### src/core/egp_pkg.sv
package egp_pkg;
   localparam int EGP_W = 8;
   localparam int EGP_SYNC_STAGES = 2;
   // byte offsets inside the 4 kB window
   localparam logic [11:0] EGP_DATA_BASE = 12'h000;
   localparam logic [11:0] EGP_DATA_LAST = 12'h3fc;
   localparam logic [11:0] EGP_DIR_OFS = 12'h400;
   localparam logic [11:0] EGP_SENSE_OFS = 12'h404;
   localparam logic [11:0] EGP_BOTH_OFS = 12'h408;
   localparam logic [11:0] EGP_POL_OFS = 12'h40c;
   localparam logic [11:0] EGP_MASK_OFS = 12'h410;
   localparam logic [11:0] EGP_RAW_OFS = 12'h414;
   localparam logic [11:0] EGP_MIS_OFS = 12'h418;
   localparam logic [11:0] EGP_CLR_OFS = 12'h41c;
   localparam logic [11:0] EGP_MODE_OFS = 12'h420;
   localparam logic [11:0] EGP_ID_BASE = 12'hfe0;
   localparam logic [7:0] EGP_RESET_VAL = 8'h00;
   // identification bytes, values arbitrary
   localparam logic [7:0] EGP_ID_BYTES [8] = '{8'h5a, 8'h10, 8'h20, 8'h01,
                                                8'h0d, 8'hf0, 8'h05, 8'hb1};
   typedef struct packed {
      logic [7:0] sense;    // 1 = level, 0 = edge
      logic [7:0] both;     // 1 = both edges
      logic [7:0] pol;      // 1 = rising / high
      logic [7:0] mask;     // 1 = enabled
   } egp_irq_cfg_t;
endpackage : egp_pkg

### src/core/egp_sync.sv
`timescale 1ns/100ps
`default_nettype none
module egp_sync
   import egp_pkg::*;
(
   input wire logic sys_clk_i,              // clock
   input wire logic rstn_i,                 // sync reset, low
   input wire logic [EGP_W-1:0] async_i,    // pad levels
   output logic [EGP_W-1:0] sync_o          // synchronised levels
);
   logic [EGP_W-1:0] s1_q, s1_d, s2_q, s2_d;

   always_comb
   begin
      s1_d = async_i;
      s2_d = s1_q;
   end

   genvar g;
   generate
      for (g = 0; g < EGP_W; g++)
      begin : g_bit
         always_ff @(posedge sys_clk_i)
         begin
            if (!rstn_i)
            begin
               s1_q[g] <= 1'b0;
               s2_q[g] <= 1'b0;
            end
            else
            begin
               s1_q[g] <= s1_d[g];
               s2_q[g] <= s2_d[g];
            end
         end
      end
   endgenerate

   assign sync_o = s2_q;
endmodule : egp_sync
`default_nettype wire

### src/core/egp_irq_detect.sv
`timescale 1ns/100ps
`default_nettype none
module egp_irq_detect
   import egp_pkg::*;
(
   input wire logic sys_clk_i,              // clock
   input wire logic rstn_i,                 // sync reset, low
   input wire logic [EGP_W-1:0] level_i,    // synchronised pins
   input wire egp_irq_cfg_t cfg_i,          // trigger setup
   input wire logic [EGP_W-1:0] clear_i,    // clear pulse per line
   output logic [EGP_W-1:0] raw_o           // raw status
);
   logic [EGP_W-1:0] prev_q, prev_d, latch_q, latch_d, raw_d;

   genvar g;
   generate
      for (g = 0; g < EGP_W; g++)
      begin : g_line
         logic rise, fall, edge_hit;
         always_comb
         begin
            rise = level_i[g] & ~prev_q[g];
            fall = ~level_i[g] & prev_q[g];
            edge_hit = cfg_i.both[g] ? (rise | fall)
                                     : (cfg_i.pol[g] ? rise : fall);
            latch_d[g] = edge_hit | (latch_q[g] & ~clear_i[g]);
            raw_d[g] = cfg_i.sense[g] ? (level_i[g] == cfg_i.pol[g])
                                      : latch_d[g];
         end
      end
   endgenerate

   always_comb
   begin
      prev_d = level_i;
   end

   always_ff @(posedge sys_clk_i)
   begin
      if (!rstn_i)
      begin
         prev_q <= EGP_RESET_VAL;
         latch_q <= EGP_RESET_VAL;
         raw_o <= EGP_RESET_VAL;
      end
      else
      begin
         prev_q <= prev_d;
         latch_q <= latch_d;
         raw_o <= raw_d;
      end
   end
endmodule : egp_irq_detect
`default_nettype wire

### src/core/egp_gpio.sv
// What this block does
// - eight-bit direction register, one bit per pin
// - data reads inputs, writes drive outputs
// - data aliased; address bits 9:2 mask
// - data read returns levels of addressed pins, zero elsewhere
// - data write updates every addressed bit, input pins included
// - seven interrupt registers, one bit per line
// - level, single edge or both edges
// - raw, masked, enable, write-only clear
// - masked interrupt output per line
// - mask one enables, zero blocks
// - combined irq is OR of masked
// - per-line mode select, software default
// - software mode: direction register drives enable
// - hardware mode: auxiliary port drives line
// - pins readable in hardware mode
// - reset clears registers, pins inputs
// - reset: irqs off, raw zero, edge
// - read/write decodes; identification read-only
// - masked write changes only addressed bits
`timescale 1ns/100ps
`default_nettype none
module egp_gpio
   import egp_pkg::*;
(
   input wire logic sys_clk_i,                   // clock, 20 MHz
   input wire logic rstn_i,                      // sync reset, low
   input wire logic psel,                        // apb select
   input wire logic penable,                     // apb access phase
   input wire logic pwrite,                      // apb write
   input wire logic [11:0] paddr,                // apb byte address
   input wire logic [31:0] pwdata,               // apb write data
   output logic [31:0] prdata,                   // apb read data
   input wire logic [EGP_W-1:0] pin_inputs,      // pad input levels
   output logic [EGP_W-1:0] pad_out_o,           // pad output data
   output logic [EGP_W-1:0] pad_oe_o,            // pad output enable
   input wire logic [EGP_W-1:0] aux_out_i,       // aux output data
   input wire logic [EGP_W-1:0] aux_oe_i,        // aux output enable
   output logic [EGP_W-1:0] aux_in_o,            // pin level to aux
   output logic [EGP_W-1:0] line_irq_o,          // masked irq per line
   output logic combined_irq_out                 // any masked irq
);
   logic [EGP_W-1:0] pin_direction_q, pin_direction_d;
   logic [EGP_W-1:0] pin_data_q, pin_data_d;
   logic [EGP_W-1:0] line_mode_select_q, line_mode_select_d;
   egp_irq_cfg_t cfg_q, cfg_d;
   logic [EGP_W-1:0] irq_clear;
   logic [31:0] prdata_d;
   logic [EGP_W-1:0] pad_out_d, pad_oe_d, aux_in_d, line_irq_d;
   logic combined_d;
   logic [EGP_W-1:0] pin_level, raw_irq, mis;
   logic wr_en, rd_setup, in_data;
   logic [EGP_W-1:0] addr_mask;
   logic [7:0] wbyte;

   egp_sync u_sync (
      .sys_clk_i (sys_clk_i),
      .rstn_i (rstn_i),
      .async_i (pin_inputs),
      .sync_o (pin_level)
   );

   egp_irq_detect u_irq (
      .sys_clk_i (sys_clk_i),
      .rstn_i (rstn_i),
      .level_i (pin_level),
      .cfg_i (cfg_q),
      .clear_i (irq_clear),
      .raw_o (raw_irq)
   );

   // decode helpers
   always_comb
   begin
      wr_en = psel & penable & pwrite;
      // read data is fetched in setup so it comes from a flop
      rd_setup = psel & ~penable & ~pwrite;
      in_data = (paddr >= EGP_DATA_BASE) && (paddr <= EGP_DATA_LAST);
      addr_mask = paddr[9:2];
      wbyte = pwdata[7:0];
   end

   always_comb
   begin
      mis = raw_irq & cfg_q.mask;
   end

   // register writes
   always_comb
   begin
      pin_direction_d = pin_direction_q;
      pin_data_d = pin_data_q;
      line_mode_select_d = line_mode_select_q;
      cfg_d = cfg_q;
      irq_clear = '0;
      if (wr_en)
      begin
         if (in_data)
         begin
            pin_data_d = (pin_data_q & ~addr_mask) | (wbyte & addr_mask);
         end
         else
         begin
            case (paddr)
               EGP_DIR_OFS: pin_direction_d = wbyte;
               EGP_SENSE_OFS: cfg_d.sense = wbyte;
               EGP_BOTH_OFS: cfg_d.both = wbyte;
               EGP_POL_OFS: cfg_d.pol = wbyte;
               EGP_MASK_OFS: cfg_d.mask = wbyte;
               EGP_CLR_OFS: irq_clear = wbyte;
               EGP_MODE_OFS: line_mode_select_d = wbyte;
               // id space and status ignore writes
               default: ;
            endcase
         end
      end
   end

   // read mux
   always_comb
   begin
      prdata_d = prdata;
      if (rd_setup)
      begin
         prdata_d = '0;
         if (in_data)
         begin
            prdata_d[7:0] = pin_level & addr_mask;
         end
         else if (paddr >= EGP_ID_BASE)
         begin
            prdata_d[7:0] = EGP_ID_BYTES[paddr[4:2]];
         end
         else
         begin
            case (paddr)
               EGP_DIR_OFS: prdata_d[7:0] = pin_direction_q;
               EGP_SENSE_OFS: prdata_d[7:0] = cfg_q.sense;
               EGP_BOTH_OFS: prdata_d[7:0] = cfg_q.both;
               EGP_POL_OFS: prdata_d[7:0] = cfg_q.pol;
               EGP_MASK_OFS: prdata_d[7:0] = cfg_q.mask;
               EGP_RAW_OFS: prdata_d[7:0] = raw_irq;
               EGP_MIS_OFS: prdata_d[7:0] = mis;
               EGP_MODE_OFS: prdata_d[7:0] = line_mode_select_q;
               // clear register is write-only, unmapped reads zero
               default: prdata_d = '0;
            endcase
         end
      end
   end

   // pad and aux muxing
   always_comb
   begin
      pad_out_d = (line_mode_select_q & aux_out_i)
                | (~line_mode_select_q & pin_data_q);
      pad_oe_d = (line_mode_select_q & aux_oe_i)
               | (~line_mode_select_q & pin_direction_q);
      aux_in_d = pin_level & line_mode_select_q;
      line_irq_d = mis;
      combined_d = |mis;
   end

   always_ff @(posedge sys_clk_i)
   begin
      if (!rstn_i)
      begin
         pin_direction_q <= EGP_RESET_VAL;
         pin_data_q <= EGP_RESET_VAL;
         line_mode_select_q <= EGP_RESET_VAL;
         cfg_q <= '0;
         prdata <= '0;
         pad_out_o <= EGP_RESET_VAL;
         pad_oe_o <= EGP_RESET_VAL;
         aux_in_o <= EGP_RESET_VAL;
         line_irq_o <= EGP_RESET_VAL;
         combined_irq_out <= 1'b0;
      end
      else
      begin
         pin_direction_q <= pin_direction_d;
         pin_data_q <= pin_data_d;
         line_mode_select_q <= line_mode_select_d;
         cfg_q <= cfg_d;
         prdata <= prdata_d;
         pad_out_o <= pad_out_d;
         pad_oe_o <= pad_oe_d;
         aux_in_o <= aux_in_d;
         line_irq_o <= line_irq_d;
         combined_irq_out <= combined_d;
      end
   end
endmodule : egp_gpio
`default_nettype wire

### config.mk
export PLATFORM = sky130hd
export DESIGN_NAME = egp_gpio
export DESIGN_NICKNAME = d
export VERILOG_FILES = /design/src/core/egp_pkg.sv /design/src/core/egp_sync.sv /design/src/core/egp_irq_detect.sv /design/src/core/egp_gpio.sv
export SDC_FILE = /design/constraint.sdc
export NUM_CORES = 1
export LEC_CHECK = 0
export BUFFER_PORTS_ARGS = -buffer_cell sky130_fd_sc_hd__buf_2
export CORE_MARGIN = 5
export CORE_UTILIZATION = 51
export CTS_BUF_LIST = sky130_fd_sc_hd__clkbuf_4 sky130_fd_sc_hd__clkbuf_8
export DETAILED_ROUTE_END_ITERATION = 16
export PLACE_DENSITY = 0.84
export REMOVE_ABC_BUFFERS = 1
export SLEW_MARGIN = 20
export SYNTH_ARGS = -nofsm -noshare
export SYNTH_HDL_FRONTEND = slang
export SYNTH_HIERARCHICAL = 1
export SYNTH_SLANG_ARGS = --single-unit
### constraint.sdc
create_clock -name sys_clk_i -period 2.3 [get_ports sys_clk_i]
set_input_delay 0.345 -clock sys_clk_i [delete_from_list [all_inputs] [get_ports sys_clk_i]]
set_output_delay 0.345 -clock sys_clk_i [all_outputs]
set_load 0.01 [all_outputs]
; Word level (Yosys, flattened, before mapping)
; Memories as Yosys holds them, arrays and structs flattened.
; Cells that the tools add are included.
; W data, S select, Z words.
[totals]
mem_count = 1
word_cells = 181
regBits = 137
output_inout_bits = 65
romBits = 64
[memory_table]
columns = name, words, word_bits, rd, rd_ports_with_merged_regs, wr, line
row1 = (name not given), 8, 8, 1, 0, 0, egp_gpio.sv:132  ; prdata_d[7:0] = EGP_ID_BYTES[paddr[4:2]];
[classes]
bitwise = 86
order_cmp = 4
n_reduce_logical = 9
mux = 32
eq_ne = 17
[ops]
columns = operator, count
row1 = $eq A12 B11 Y1 const B, 9
row2 = $and A8 B8 Y8, 9
row3 = $pmux W8 S8, 1
row4 = $mux W8, 7
row5 = $and A1 B1 Y1, 28
row6 = $not A1 Y1, 27
row7 = $mux W1, 24
row8 = $or A8 B8 Y8, 3
row9 = $reduce_and A3 Y1, 6
row10 = $not A8 Y8, 2
row11 = $or A1 B1 Y1, 16
row12 = $ge A12 B1 Y1 const B, 1
row13 = $ge A12 B12 Y1 const B, 1
row14 = $le A12 B10 Y1 const B, 1
row15 = $eq A1 B1 Y1, 8
row16 = $reduce_or A8 Y1, 1
row17 = $ge A4 B4 Y1 const B, 1
row18 = $not A3 Y4, 1
row19 = $reduce_and A2 Y1, 1
row20 = $logic_and A1 B1 Y1, 1

; Logic depth before layout (Yosys ltp)
[depth]
depth_word = 8
ltp_mapped = 8
mapped_depth_nobuf = 6

; Cells and area by module
; Netlist, hierarchy kept.
[modules_own_cells]
columns = module, area_each_um2, n_inst, cells_each
row1 = egp_gpio, 4712.0, 1, 501
row2 = egp_irq_detect, 1261.2, 1, 138
row3 = egp_sync, 446.7, 1, 33

; Worst setup path before layout
; OpenSTA, ideal clock, no wires.
[synth_path]
kind = input -> register
from = in paddr[6]
to = reg u_irq.raw_o[5]
path_slack_ns = 0.116
t_arrival_ns = 2.062
required_ns = 2.178
path_stages = 8
setup_time_ns = 0.122
path_cell_list = buf_2 > nor4b_2 > buf_2 > nand3_2 > nor3_1 > and2_1 > o22ai_1 > o311a_1
[synth_via]
elab_chain_cells = 8
word_cells_on_any_way = 11
cone_classes = order compare: 2 / eq/ne: 1 / mux: 4 / bitwise: 3 / reduce/logical: 1
[synth_lines]
columns = element, line
row1 = "start, declared", egp_gpio.sv:31  ; input wire logic [11:0] paddr,
row2 = "$ge A12 B1 Y1, or another cell as far along", egp_gpio.sv:78  ; in_data = (paddr >= EGP_DATA_BASE) && (paddr <= EGP_DATA_LAST);
row3 = $logic_and A1 B1 Y1 or $mux W8 (tied branches), "egp_gpio.sv:78, egp_gpio.sv:104"
row4 = $mux W8 *, egp_gpio.sv:98  ; if (in_data)
row5 = $mux W8 *, egp_gpio.sv:96  ; if (wr_en)
row6 = via irq_clear[5], egp_gpio.sv:47  ; logic [EGP_W-1:0] irq_clear;
row7 = $not A1 Y1 *, egp_irq_detect.sv:26  ; latch_d[g] = edge_hit | (latch_q[g] & ~clear_i[g]);
row8 = $and A1 B1 Y1 *, egp_irq_detect.sv:26
row9 = $or A1 B1 Y1 *, egp_irq_detect.sv:26
row10 = $mux W1 *, egp_irq_detect.sv:27  ; raw_d[g] = cfg_i.sense[g] ? (level_i[g] == cfg_i.pol[g])
row11 = "end signal, assigned", egp_irq_detect.sv:50  ; raw_o <= raw_d;
row12 = "end, declared", egp_irq_detect.sv:11  ; output logic [EGP_W-1:0] raw_o
; The timed path passes the listed nets; every way through them passes the cells marked *.
; A chain may end at the register's enable or synchronous reset.

; Worst setup path in the final report
[layout_path]
from = in paddr[4]
to = reg u_irq.raw_o[4]
; Same word-level chain as after synthesis.

==> flow_summary.ini <==
[status]
status = finished clean

[yosys]
ys_seq_area_share_pct = 42.7
synth_cells = 672
netlist_area_um2 = 6420
ys_types = 64
synthArstFlopShare_pct = 0
synth_top_area_cell = dfxtp_1
synth_ff_type = dfxtp_1
synth-edff-count = 0
synthTopCellsByArea = dfxtp_1 43%, mux2i_1 9.4%, nor2b_1 4.9%
yosysTopAreaCellShare_pct = 42.7
synth_area_per_cell_um2 = 9.55
ys_warn_count = 6
ys_ff_latch = 137

[power_and_ir_drop]
p_per_area_nw_per_um2 = 619
static-leakage-power_nw = 3.18
vdd_drop_max_mv = 0.438

[timing]
finClkSkew_ns = 0.00757
setup_violations = 0
finalHoldViolations = 0
timing.fmax_mhz = 551
slew_violations = 0
fin_crit_ns = 1.82
fin_crit_sh_pct = 79.0
setup-tns-final_ns = 0
rsz0062_at_grt = no

[global_route]
grt-ovfl-total = 0
grt_pass1_vias = 5083
met1_usage_pct = 28.0
grt_busiest_layer = met2
grt_max_degree = 85
grt_first_pass_wirelength_mm = 26.4
grt_usage_pct = 23.1
use_met2_pct = 38.4
antenna_found_initial = 0
grt_use_met3_pct = 6.78

[setup_path]
timing.rr.start = cfg_q[15]
path_buf_inv = 2
critPathCapture = u_irq/raw_o[4]
path_max_fanout = 9
crit_arrival_ns = 2.16
cpPeakStageDelay_ns = 0.35
cp.required_ns = 2.64
path_delay_family = simple AND/OR/NAND/NOR gates
crit_type = in2reg
cp_cell_sequence = buf_2 -> nor4b_2 -> nand3_2 -> nor3_1 -> buf_4 -> and2_1 -> o22ai_1 -> o311a_1
crit_cells = 8
endpoint_kind = flip-flop
r2r-end = prdata[7]
worstSetupStartpointType = input port
reg2reg_depth = 4
reg2reg_setup_slack_ns = 0.81
crit_path_start = paddr[4]
critPathSlowestCell = o311a_1

[place]
place.gp.congestion = 1.01
dpl_cell_area_um2 = 7170
dpl.cell_count = 940
io_buffers = 89
dp_hpwl_mm = 12.0

[clocking]
clk_latency_ns = 0.46
path_clk_slew_ns = 0.08
cts_resized = 0
h-tree-depth = 4
hold_buffers = 0
cts_buffers = 17
root_buffer = clkbuf_8
clock_path_buffers = 2
clock_sinks = 137
post_cts_buffers = 0
cts_tree = done

[finish]
synthToLayoutAreaGrowth_pct = 17.6
fillers = 1106
top_register = cfg_q
layout-drive-gt1-share_pct = 24.1
nets = 876
diodes = 0
largest_reg_flops = 32
final_area_um2 = 7550
fin_cells = 970

[floorplan]
pin_count = 138
dieArea_um2 = 14900
start_util_pct = 51.5
core_um2 = 12500
dieWidth_um = 122
num_rows = 41
die_h_um = 122

[routing]
routed_via_density = 5.35
first_pass_iters = 5
drt_iter0_markers = 441
num_vias = 5194
final_antenna_net_count = 0
routedWlPerCell_um = 17.2
routed_wl_mm = 16.7
drc = 0

[flow_run]
drv_cap = 0

[worst_hold_path]
min_path_type = in2reg
synthesized netlist by cell type, drive strengths merged (3+ instances only):
library cell	count
nor2b	50
mux2i	60
a32oi	4
nor4	3
a22o	4
xor2	8
nor2	17
mux4	3
a32o	4
buf	41
inv	35
clkbuf	19
nand2b	3
o221ai	3
o311a	8
a21oi	16
nor4b	3
nor3	5
and2	32
o21ai	12
a221oi	3
a41o	8
nand2	71
mux2	3
and3	22
nand3	10
a211oi	5
a31oi	8
o21a	8
a22oi	3
dfxtp	137
o22ai	9
ha	16
a21boi	18
layout by cell type, fill, tap and decap left out, drive strengths merged, types with 5 or more instances in the layout:
master,count
nand3,10
clkbuf,22
mux2i,60
o22ai,9
nor2b,50
a211oi,5
o21ai,12
conb,24
inv,35
a21oi,16
dfxtp,137
a21boi,18
o311a,8
o21a,8
ha,16
and2,32
xor2,8
buf,133
a31oi,8
nor3,5
nor2,17
and3,22
a41o,8
nand2,71
area by class of cell:
cell class	count	area [um2]	share of cell area, %
Timing Repair Buffer	133	803	10.6
Multi-Input combinational cell	463	3270	43.4
Tap cell	172	215	2.85
Inverter	35	131	1.74
Clock inverter	8	97.6	1.29
Sequential cell	137	2740	36.3
Clock buffer	22	284	3.76
through the flow:
step	util, %	setup slack [ns]	hold WS (ns)	power, mW
after floorplan	-	0.0121	0.412	2.61
after global placement	57.5	0.164	0.414	2.79
after detailed placement	57.5	0.0859	0.420	2.80
after CTS	60.6	0.529	0.0673	4.71
after global routing	60.6	0.381	0.0716	4.85
final	60.6	0.484	0.0899	4.68
layer usage:
layer	vias to the layer above	wire, um
li1	2527	-
met1	2433	7020
met3	40	1180
met2	194	8080
met5	-	0
met4	0	428
worst min-delay path by stage:
stage	from	slack [ns]	to	cells after the start
floorplan	u_sync/s1_q[1]	0.41	u_sync/sync_o[1]	1
global placement	u_sync/s1_q[2]	0.41	u_sync/sync_o[2]	1
detailed placement	u_sync/s1_q[2]	0.42	u_sync/sync_o[2]	1
CTS	pin_inputs[2]	0.07	u_sync/s1_q[2]	2
global route	pin_inputs[2]	0.07	u_sync/s1_q[2]	2
finish	pin_inputs[2]	0.09	u_sync/s1_q[2]	2
power breakdown:
group          internal [mW]  switching (mW)
sequential              2.40          0.0237
clock                   1.04           0.889
combinational          0.130           0.195
kinds of logic (layout without fill, tap and decap cells):
logic type / Yosys count / after routing / share of synthesized area, %
and+or+nand+nor: 225 / 225 / 20.1
DFF: 137 / 137 / 42.7
adders and majority gates: 16 / 16 / 3.12
other: 1 / 24 / 0.0584
buffers and inverters: 95 / 198 / 7.62
AOI/OAI and AO/OA: 124 / 124 / 14.3
muxes: 66 / 66 / 10.9
xor gates and xnor gates: 8 / 8 / 1.09
Note: power is estimated with default switching activity, not from simulation.
